File: config.mk
export PLATFORM = sky130hd
export DESIGN_NAME = pll_ctrl
export DESIGN_NICKNAME = d
export VERILOG_FILES = /design/src/common/pll_ctrl_pkg.sv /design/src/verilog/pll_ctrl.sv /design/src/verilog/reg_bank.sv
export SDC_FILE = /design/constraint.sdc
export NUM_CORES = 1
export LEC_CHECK = 0
export BUFFER_PORTS_ARGS = -buffer_cell sky130_fd_sc_hd__buf_2
export CORE_ASPECT_RATIO = 0.75
export CORE_MARGIN = 8
export CORE_UTILIZATION = 48
export CTS_CLUSTER_DIAMETER = 150
export DETAILED_ROUTE_END_ITERATION = 7
export GPL_ROUTABILITY_DRIVEN = 0
export PLACE_DENSITY = 0.72
export SETUP_SLACK_MARGIN = 0.1
export SYNTH_ARGS = -nofsm -noshare
export SYNTH_HDL_FRONTEND = slang
export SYNTH_SLANG_ARGS = --single-unit
File: constraint.sdc
create_clock -name aclk -period 9.2 [get_ports aclk]
set_input_delay 2.76 -clock aclk [delete_from_list [all_inputs] [get_ports aclk]]
set_output_delay 2.76 -clock aclk [all_outputs]
set_load 0.03 [all_outputs]
File: src/common/pll_ctrl_pkg.sv
/*
 * Constants for the loop control bank: register indices, field positions,
 * reset values, bus response codes.
 * Assumes a 32-bit AXI4-Lite register port; printed offsets are indices.
 */
package pll_ctrl_pkg;

	// printed offsets are not all multiples of four: byte address = 4 * index
	localparam logic [11:0] IDX_PD_LO    = 12'h790;
	localparam logic [11:0] IDX_PD_HI    = 12'h791;
	localparam logic [11:0] IDX_CAL_DIV  = 12'h792;
	localparam logic [11:0] IDX_PREDIV   = 12'h793;
	localparam logic [11:0] IDX_CP       = 12'h794;
	localparam logic [11:0] IDX_CP_TRIM  = 12'h795;
	localparam logic [11:0] IDX_TUNE_A   = 12'h796;
	localparam logic [11:0] IDX_TUNE_B   = 12'h797;
	localparam int          ADDR_LSB     = 2;
	localparam int          ADDR_W       = 14;

	// reset values; bit 1 of the low power-down register starts at one
	localparam logic [7:0] RST_PD_LO   = 8'h02;
	localparam logic [7:0] RST_PD_HI   = 8'h00;
	localparam logic [7:0] RST_CAL_DIV = 8'h02;
	localparam logic [7:0] RST_PREDIV  = 8'h00;
	localparam logic [7:0] RST_CP      = 8'h04;
	localparam logic [7:0] RST_CP_TRIM = 8'h08;
	localparam logic [7:0] RST_TUNE_A  = 8'hD2;
	// low six bits of the second tuning register start at 0x20
	localparam logic [7:0] RST_TUNE_B  = 8'h20;

	// writable bit masks; zero bits are read-only reserved
	localparam logic [7:0] MSK_PD_LO   = 8'hFF;
	localparam logic [7:0] MSK_PD_HI   = 8'hFF;
	localparam logic [7:0] MSK_CAL_DIV = 8'h03;
	localparam logic [7:0] MSK_PREDIV  = 8'h03;
	localparam logic [7:0] MSK_CP      = 8'hFF;
	localparam logic [7:0] MSK_CP_TRIM = 8'hFF;
	localparam logic [7:0] MSK_TUNE_A  = 8'hFF;
	localparam logic [7:0] MSK_TUNE_B  = 8'hFF;

	// field positions
	localparam int BIT_CAL_RESET  = 1;
	localparam int BIT_OSC_HOLD   = 0;
	localparam int PD_HI_BITS     = 5;
	localparam int CP_W           = 6;
	localparam int PREDIV_W       = 2;
	localparam int TRIM_W         = 4;
	localparam int TUNE_LSB       = 4;

	// charge pump current step in microamps
	localparam int CP_STEP_UA     = 100;
	localparam int CP_BASE_UA     = 100;
	localparam int CP_UA_W        = 13;

	localparam logic [1:0] RESP_OKAY   = 2'h0;
	localparam logic [1:0] RESP_SLVERR = 2'h2;

endpackage

File: src/verilog/pll_ctrl.sv
/*
 * Loop power-down and divider control bank behind an AXI4-Lite slave.
 * Assumes a 100 MHz aclk, synchronous active-low reset, and an analog loop
 * that consumes the decoded control outputs.
 */
// Decided for this implementation: register access over AXI4-Lite.
// How it works
// - power-down bit1 resets to one; software clears
// - divider hold bit holds oscillator divider reset
// - divider hold also gates observation clock driver
// - predivider code plus one is divide ratio
// - pump current is 100 uA plus code steps
`timescale 1ns/1ps
`default_nettype none

module pll_ctrl (
	// clock and reset
	input  wire logic                          aclk,
	input  wire logic                          aresetn,
	// axi4-lite write address
	input  wire logic [pll_ctrl_pkg::ADDR_W-1:0] s_axi_awaddr,
	input  wire logic                          s_axi_awvalid,
	output var  logic                          s_axi_awready,
	// axi4-lite write data
	input  wire logic [31:0]                   s_axi_wdata,
	input  wire logic [3:0]                    s_axi_wstrb,
	input  wire logic                          s_axi_wvalid,
	output var  logic                          s_axi_wready,
	// axi4-lite write response
	output var  logic [1:0]                    s_axi_bresp,
	output var  logic                          s_axi_bvalid,
	input  wire logic                          s_axi_bready,
	// axi4-lite read address
	input  wire logic [pll_ctrl_pkg::ADDR_W-1:0] s_axi_araddr,
	input  wire logic                          s_axi_arvalid,
	output var  logic                          s_axi_arready,
	// axi4-lite read data
	output var  logic [31:0]                   s_axi_rdata,
	output var  logic [1:0]                    s_axi_rresp,
	output var  logic                          s_axi_rvalid,
	input  wire logic                          s_axi_rready,
	// loop controls
	output var  logic [7:0]                    loop_section_off_lo,
	output var  logic [pll_ctrl_pkg::PD_HI_BITS-1:0] loop_section_off_hi,
	output var  logic                          cal_reset,
	output var  logic                          osc_divider_hold,
	output var  logic                          obs_clk_driver_en,
	output var  logic [2:0]                    ref_divide_ratio,
	output var  logic [pll_ctrl_pkg::CP_UA_W-1:0] pump_current_ua,
	output var  logic [pll_ctrl_pkg::CP_W-1:0] pump_current_code,
	output var  logic [pll_ctrl_pkg::TRIM_W-1:0] pump_trim_field,
	output var  logic [3:0]                    loop_tuning_field,
	output var  logic [7:0]                    loop_tuning_b
);
	import pll_ctrl_pkg::*;

	////////////////////////////////////////////////////////////////////////

	typedef enum {W_IDLE, W_RESP} wr_state_t;
	typedef enum {R_IDLE, R_WAIT, R_RESP} rd_state_t;

	typedef struct packed {
		wr_state_t                  wst;
		rd_state_t                  rst;
		logic                       aw_held;
		logic                       w_held;
		logic [ADDR_W-1:0]          awaddr;
		logic [7:0]                 wbyte;
		logic                       wlane;
		logic [ADDR_W-1:0]          araddr;
		logic                       awready;
		logic                       wready;
		logic                       bvalid;
		logic [1:0]                 bresp;
		logic                       arready;
		logic                       rvalid;
		logic [1:0]                 rresp;
		logic                       rhit;
		logic [31:0]                rdata;
		logic [7:0]                 off_lo;
		logic [PD_HI_BITS-1:0]      off_hi;
		logic                       cal_rst;
		logic                       hold;
		logic                       obs_en;
		logic [2:0]                 ratio;
		logic [CP_UA_W-1:0]         cp_ua;
		logic [CP_W-1:0]            cp_code;
		logic [TRIM_W-1:0]          trim;
		logic [3:0]                 tune_a;
		logic [7:0]                 tune_b;
	} ctrl_t;

	ctrl_t st;
	ctrl_t next_st;

	// byte address to register slot; unmapped gives hit = 0
	function automatic logic [3:0] decode(input logic [ADDR_W-1:0] a);
		logic [11:0] idx;
		idx = a[ADDR_W-1:ADDR_LSB];
		if (idx >= IDX_PD_LO && idx <= IDX_TUNE_B)
			decode = {1'b1, 3'(idx - IDX_PD_LO)};
		else
			decode = 4'h0;
	endfunction

	////////////////////////////////////////////////////////////////////////

	logic        wr_en;
	logic [2:0]  wr_sel;
	logic [7:0]  bank_rd;
	logic [63:0] regs;
	logic [3:0]  wdec;
	logic [3:0]  rdec;

	assign wdec   = decode(st.awaddr);
	assign rdec   = decode(st.araddr);
	assign wr_en  = (st.wst == W_IDLE) && st.aw_held && st.w_held
		&& wdec[3] && st.wlane;
	assign wr_sel = wdec[2:0];

	reg_bank u_bank (
		.aclk     (aclk),
		.aresetn  (aresetn),
		.wr_en    (wr_en),
		.wr_sel   (wr_sel),
		.wr_data  (st.wbyte),
		.rd_sel   (rdec[2:0]),
		.rd_data  (bank_rd),
		.contents (regs)
	);

	////////////////////////////////////////////////////////////////////////

	always_comb begin
		next_st = st;
		next_st.awready = 1'b0;
		next_st.wready  = 1'b0;
		next_st.arready = 1'b0;

		// write: take address and data in either order
		if (s_axi_awvalid && st.awready) begin
			next_st.aw_held = 1'b1;
			next_st.awaddr  = s_axi_awaddr;
		end
		if (s_axi_wvalid && st.wready) begin
			next_st.w_held = 1'b1;
			next_st.wbyte  = s_axi_wdata[7:0];
			next_st.wlane  = s_axi_wstrb[0];
		end
		case (st.wst)
			W_IDLE: begin
				if (st.aw_held && st.w_held) begin
					next_st.aw_held = 1'b0;
					next_st.w_held  = 1'b0;
					next_st.bvalid  = 1'b1;
					next_st.bresp   = wdec[3] ? RESP_OKAY : RESP_SLVERR;
					next_st.wst     = W_RESP;
				end else begin
					next_st.awready = !st.aw_held && !st.awready
						&& s_axi_awvalid;
					next_st.wready  = !st.w_held && !st.wready
						&& s_axi_wvalid;
					if (s_axi_awvalid && st.awready)
						next_st.awready = 1'b0;
					if (s_axi_wvalid && st.wready)
						next_st.wready = 1'b0;
				end
			end
			W_RESP: begin
				if (s_axi_bready) begin
					next_st.bvalid = 1'b0;
					next_st.wst    = W_IDLE;
				end
			end
			default: next_st.wst = W_IDLE;
		endcase

		// read: address, one cycle in the bank, then data
		case (st.rst)
			R_IDLE: begin
				if (s_axi_arvalid && st.arready) begin
					next_st.araddr = s_axi_araddr;
					next_st.rst    = R_WAIT;
				end else begin
					next_st.arready = s_axi_arvalid;
				end
			end
			R_WAIT: begin
				next_st.rhit = rdec[3];
				next_st.rst  = R_RESP;
			end
			R_RESP: begin
				if (!st.rvalid) begin
					// reserved and upper bits read as zero
					next_st.rdata  = st.rhit ? {24'h0, bank_rd} : 32'h0;
					next_st.rresp  = st.rhit ? RESP_OKAY : RESP_SLVERR;
					next_st.rvalid = 1'b1;
				end else if (s_axi_rready) begin
					next_st.rvalid = 1'b0;
					next_st.rst    = R_IDLE;
				end
			end
			default: next_st.rst = R_IDLE;
		endcase

		// decoded controls; software owns the power-down policy
		next_st.off_lo  = regs[8*0 +: 8];
		next_st.off_hi  = regs[8*1 +: PD_HI_BITS];
		next_st.cal_rst = regs[8*2 + BIT_CAL_RESET];
		next_st.hold    = regs[8*2 + BIT_OSC_HOLD];
		next_st.obs_en  = !regs[8*2 + BIT_OSC_HOLD];
		next_st.ratio   = {1'b0, regs[8*3 +: PREDIV_W]} + 3'h1;
		next_st.cp_code = regs[8*4 +: CP_W];
		next_st.cp_ua   = CP_UA_W'(CP_BASE_UA)
			+ CP_UA_W'(regs[8*4 +: CP_W]) * CP_UA_W'(CP_STEP_UA);
		next_st.trim    = regs[8*5 +: TRIM_W];
		next_st.tune_a  = regs[8*6 + TUNE_LSB +: 4];
		next_st.tune_b  = regs[8*7 +: 8];
	end

	always_ff @(posedge aclk) begin
		if (!aresetn) begin
			st         <= '0;
			st.wst     <= W_IDLE;
			st.rst     <= R_IDLE;
			st.off_lo  <= RST_PD_LO;
			st.off_hi  <= RST_PD_HI[PD_HI_BITS-1:0];
			st.cal_rst <= RST_CAL_DIV[BIT_CAL_RESET];
			st.hold    <= RST_CAL_DIV[BIT_OSC_HOLD];
			st.obs_en  <= !RST_CAL_DIV[BIT_OSC_HOLD];
			st.ratio   <= 3'h1;
			st.cp_code <= RST_CP[CP_W-1:0];
			st.cp_ua   <= CP_UA_W'(CP_BASE_UA)
				+ CP_UA_W'(RST_CP[CP_W-1:0]) * CP_UA_W'(CP_STEP_UA);
			st.trim    <= RST_CP_TRIM[TRIM_W-1:0];
			st.tune_a  <= RST_TUNE_A[TUNE_LSB +: 4];
			st.tune_b  <= RST_TUNE_B;
		end else begin
			st <= next_st;
		end
	end

	////////////////////////////////////////////////////////////////////////

	assign s_axi_awready       = st.awready;
	assign s_axi_wready        = st.wready;
	assign s_axi_bvalid        = st.bvalid;
	assign s_axi_bresp         = st.bresp;
	assign s_axi_arready       = st.arready;
	assign s_axi_rvalid        = st.rvalid;
	assign s_axi_rresp         = st.rresp;
	assign s_axi_rdata         = st.rdata;
	assign loop_section_off_lo = st.off_lo;
	assign loop_section_off_hi = st.off_hi;
	assign cal_reset           = st.cal_rst;
	assign osc_divider_hold    = st.hold;
	assign obs_clk_driver_en   = st.obs_en;
	assign ref_divide_ratio    = st.ratio;
	assign pump_current_ua     = st.cp_ua;
	assign pump_current_code   = st.cp_code;
	assign pump_trim_field     = st.trim;
	assign loop_tuning_field   = st.tune_a;
	assign loop_tuning_b       = st.tune_b;

endmodule

`default_nettype wire

File: src/verilog/reg_bank.sv
/*
 * Eight-entry byte register store with registered read data.
 * Assumes one write and one read port, used by the loop control top.
 */
`timescale 1ns/1ps
`default_nettype none

module reg_bank (
	// clock and reset
	input  wire logic       aclk,
	input  wire logic       aresetn,
	// write port
	input  wire logic       wr_en,
	input  wire logic [2:0] wr_sel,
	input  wire logic [7:0] wr_data,
	// read port
	input  wire logic [2:0] rd_sel,
	output var  logic [7:0] rd_data,
	// all contents, for the control outputs
	output var  logic [63:0] contents
);
	import pll_ctrl_pkg::*;

	typedef struct packed {
		logic [7:0][7:0] mem;
		logic [7:0]      rd;
	} bank_t;

	bank_t st;
	bank_t next_st;

	localparam logic [63:0] RST_ALL = {RST_TUNE_B, RST_TUNE_A, RST_CP_TRIM,
		RST_CP, RST_PREDIV, RST_CAL_DIV, RST_PD_HI, RST_PD_LO};
	localparam logic [63:0] MSK_ALL = {MSK_TUNE_B, MSK_TUNE_A, MSK_CP_TRIM,
		MSK_CP, MSK_PREDIV, MSK_CAL_DIV, MSK_PD_HI, MSK_PD_LO};

	always_comb begin
		next_st = st;
		if (wr_en) begin
			// reserved read-only bits keep their reset value
			next_st.mem[wr_sel] = (wr_data & MSK_ALL[wr_sel*8 +: 8])
				| (st.mem[wr_sel] & ~MSK_ALL[wr_sel*8 +: 8]);
		end
		next_st.rd = st.mem[rd_sel];
	end

	always_ff @(posedge aclk) begin
		if (!aresetn) begin
			st.mem <= RST_ALL;
			st.rd  <= 8'h00;
		end else begin
			st <= next_st;
		end
	end

	assign rd_data  = st.rd;
	assign contents = st.mem;

endmodule

`default_nettype wire
==> metrics.md <==
| Metric | Value |
|---|---|
| Status | `complete, no violations` |
| Die height | `125 microns` |
| Synth area leaders | `dfxtp_1, buf_4, nand2_1, mux2i_1, ha_1` |
| Clock Root Buffer | `clkbuf_16` |
| Hold path cells | `1` |
| Rel. slew slack | `38.6%` |
| Hold_ws | `430 ps` |
| Drt first pass iters | `5` |
| CP Launch Type | `input pin` |
| Fin. max-slew vios | `0` |
| PortBufs | `about 110` |
| Cts hold-fix bufs | `0` |
| Mux contribution to synthesized area | `between 6 and 7%` |
| Netlist cell types | `between 50 and 60` |
| Antenna viol nets, final | `0` |
| Worst Path Max Fanout | `39` |
| Hold Vio Cnt, Final | `0` |
| Worst-path clk slew | `roughly 60 ps` |
| Clock share of power | `between 40 and 50%` |
| Number of H-tree levels | `4` |
| DR vias | `about 5400` |
| Synth cell count leaders | `dfxtp_1, nand2_1, buf_4, a21oi_1, o21ai_0` |
| Setup violations, final | `0` |
| Power density cells | `~190 nW/um^2` |
| Die area | `~20000 sq um` |
| Critical Path AT | `roughly 4600 ps` |
| Top-level I/O count | `around 170` |
| Post-CTS Setup Bufs | `0` |
| P_sw | `about 350 uW` |
| Total gr overflow | `0` |
| Maximum VDD drop | `roughly 0.00012 V` |
| Largest family of logic cells by synthesized area | `simple AND/OR/NAND/NOR gates` |
| Non-Filler Instances | `between 1000 and 1500` |
| Critical path endpoint category | `flip-flop` |
| Clock Skew | `around 8.2 ps` |
| R2R Path Start | `u_bank.contents[34]$_SDFFE_PN1P_` |
| Final #Nets | `953` |
| R2R depth | `9` |
| WL per Instance | `15.6 microns` |
| Leak | `between 0.003 and 0.004 uW` |
| CTS buffer count | `17` |
| Die Wd | `about 160 microns` |
| Async set-reset flop share out of synthesis | `0%` |
| Min-delay worst type | `reg -> reg` |
| Req. time, crit path | `~9500 ps` |
| # DRC | `0` |
| Crit share post-route | `46.7%` |
| Detailed placement HPWL | `12100 microns` |
| Seq pwr share | `around half` |
| Core area | `15800 sq um` |
| # diodes | `0` |
| Placed instance area | `approximately 7700 sq um` |
| Total clock sinks | `between 150 and 200` |
| Post-synth top area share | `a little under half` |
| Setup tns final | `0 ps` |
| TritonCTS clock tree | `done` |
| Adder-cell share of the synthesized area | `under 10%` |
| Tot Pwr | `approximately 1600 uW` |
| Post-CTS resize count | `0` |
| # rows | `40` |
| MaxCap Viol Count | `0` |
| Leading cell type by number of instances after synthesis | `dfxtp_1` |
| Worst R2R End | `pump_current_ua[12]$_SDFF_PN0_` |
| Internal power | `around 1200 uW` |
| Area growth syn-to-layout | `9.26%` |
| First-pass GRT wire length | `27500 microns` |
| Synthesized cell area | `7600 sq um` |
| Switching part of the total | `between 20% and 30%` |
| Min-Delay Startpoint | `u_bank.contents[24]$_SDFFE_PN0P_` |
| Simple-gate share of the synthesized area | `between 15 and 20%` |
| Clock Path Buffers | `2` |
| Post-Synth XOR/XNOR Area | `less than 1%` |
| Clock latency on the worst-skew pair | `430 ps` |
| Initial Util | `48.2%` |
| GRT Resource Usage Total | `between 10% and 20%` |
| Number of global-route vias before repair | `about 5300` |
| Cell count after placement | `between 1000 and 1500` |
| Post-synthesis sequential element count | `roughly 180` |
| Synthesized instance count | `829` |
| FF-to-FF setup slack | `around 5700 ps` |
| Compound-gate portion of the synthesized area | `roughly 11%` |
| Combinational Power Share | `about 3.7%` |
| Share of layout cells above drive strength 1 | `slightly below 20%` |
| Post-layout min period | `4300 ps` |
| Top_reg_cell synth | `dfxtp_1` |
| Cell accounting for the most synthesized area | `dfxtp_1` |
| Maximum clock frequency | `approximately 230 MHz` |
| Least-Margin Pin Slew | `between 900 and 1000 ps` |
| Post-synth EDFFs | `0` |
| Yosys warns | `0` |
| Largest net degree at the start of global routing | `around 100` |
| DR vias/cell | `5.03` |
| Total routed wirelength | `approximately 17000 microns` |
| Sequential-to-total area share from yosys stat | `46.9%` |
| Worst setup path class | `in -> reg` |
| Worst Hold End | `ref_divide_ratio[0]$_SDFF_PN1_` |
| RSZ-0062 raised after global routing | `false` |
| Design area | `8310 sq um` |
| Syn avg cell area | `between 9 and 10 sq um` |
| Initial antenna violation count | `0` |
| 1st-iter DRT viols | `370` |
## sequential cells by signal, summed over array words and instances (netlist names), 6 cells and up
register,flops
u_bank.rd_data,8
st,39
loop_section_off_lo,8
pump_current_code,6
pump_current_ua,11
u_bank.contents,64
loop_tuning_b,8
s_axi_rdata,8
## logic make-up (layout without fill, tap and decap cells)
kind of cell	after synthesis	after routing
and+or+nand+nor	288	288
DFF	178	178
buffers and inverters	147	161
AOI/OAI and AO/OA	138	138
muxes	45	45
adders and majority gates	24	24
xor gates and xnor gates	8	8
other	1	28
## worst max path at each step
stage	slack, ps	end	startpoint	depth (start not counted)
6_report	4900	u_bank.contents[45]$_SDFFE_PN0P_	aresetn	6
5_1_grt	4690	u_bank.contents[45]$_SDFFE_PN0P_	aresetn	6
4_1_cts	4920	u_bank.contents[45]$_SDFFE_PN0P_	aresetn	6
3_5_place_dp	4450	u_bank.contents[45]$_SDFFE_PN0P_	aresetn	6
3_3_place_gp	4490	u_bank.contents[45]$_SDFFE_PN0P_	aresetn	6
2_1_floorplan	5450	st[100]$_SDFFE_PN0P_	s_axi_arvalid	5
## cells in the final DEF, fill, tap and decap left out, drive strengths merged, types with 3 or more instances in the layout
| cell type | count |
|---|---|
| a211oi | 5 |
| a21o | 10 |
| o211ai | 6 |
| nor2b | 4 |
| clkbuf | 23 |
| o22ai | 8 |
| bufinv | 3 |
| and2 | 34 |
| xor2 | 3 |
| mux2i | 36 |
| nand2b | 18 |
| nand2 | 146 |
| nand4b | 3 |
| nor4b | 6 |
| dfxtp | 178 |
| nor2 | 15 |
| o21ai | 51 |
| conb | 28 |
| nand4 | 4 |
| nor3 | 4 |
| mux2 | 9 |
| nand3 | 33 |
| buf | 109 |
| ha | 23 |
| nor4 | 4 |
| xnor2 | 5 |
| inv | 23 |
| a21oi | 48 |
## power by group through the flow
stage               clock (uW)  combinational, uW  sequential [uW]
global placement             0               58.3              802
floorplan                    0               51.1              801
finish                     743               59.2              785
global route               784               64.8              786
CTS                        754               58.8              785
detailed placement           0               58.6              802
## critical path, cell delays in order
cell and delay [ps]:
buf_2 140, inv_1 490, buf_4 490, nor3_1 110, a31oi_1 440, o21ai_0 160
## routing by layer
layer	vias to the layer above	GRT usage, %	share of wire (%)
met5	-	0	0
met4	0	6.03	1.4
met3	23	5.18	6.6
met2	155	25.6	44
met1	2519	22.8	48
li1	2732	-	-
## cell type report
class	instances	area, sq um
clock buffer	23	478
clock inverter	8	125
fill	1496	7460
inverter	21	78.8
multi-input combinational	531	3250
sequential	178	3560
tap	210	263
timing repair buffer	109	553
## through the flow
stage,util [%],setup WS [ps]
after floorplan,-,5450
after global placement,48.9,4490
after detailed placement,48.9,4450
after CTS,52.7,4920
after global routing,52.7,4690
final,52.7,4900
Note: power is estimated with default switching activity, not from simulation.
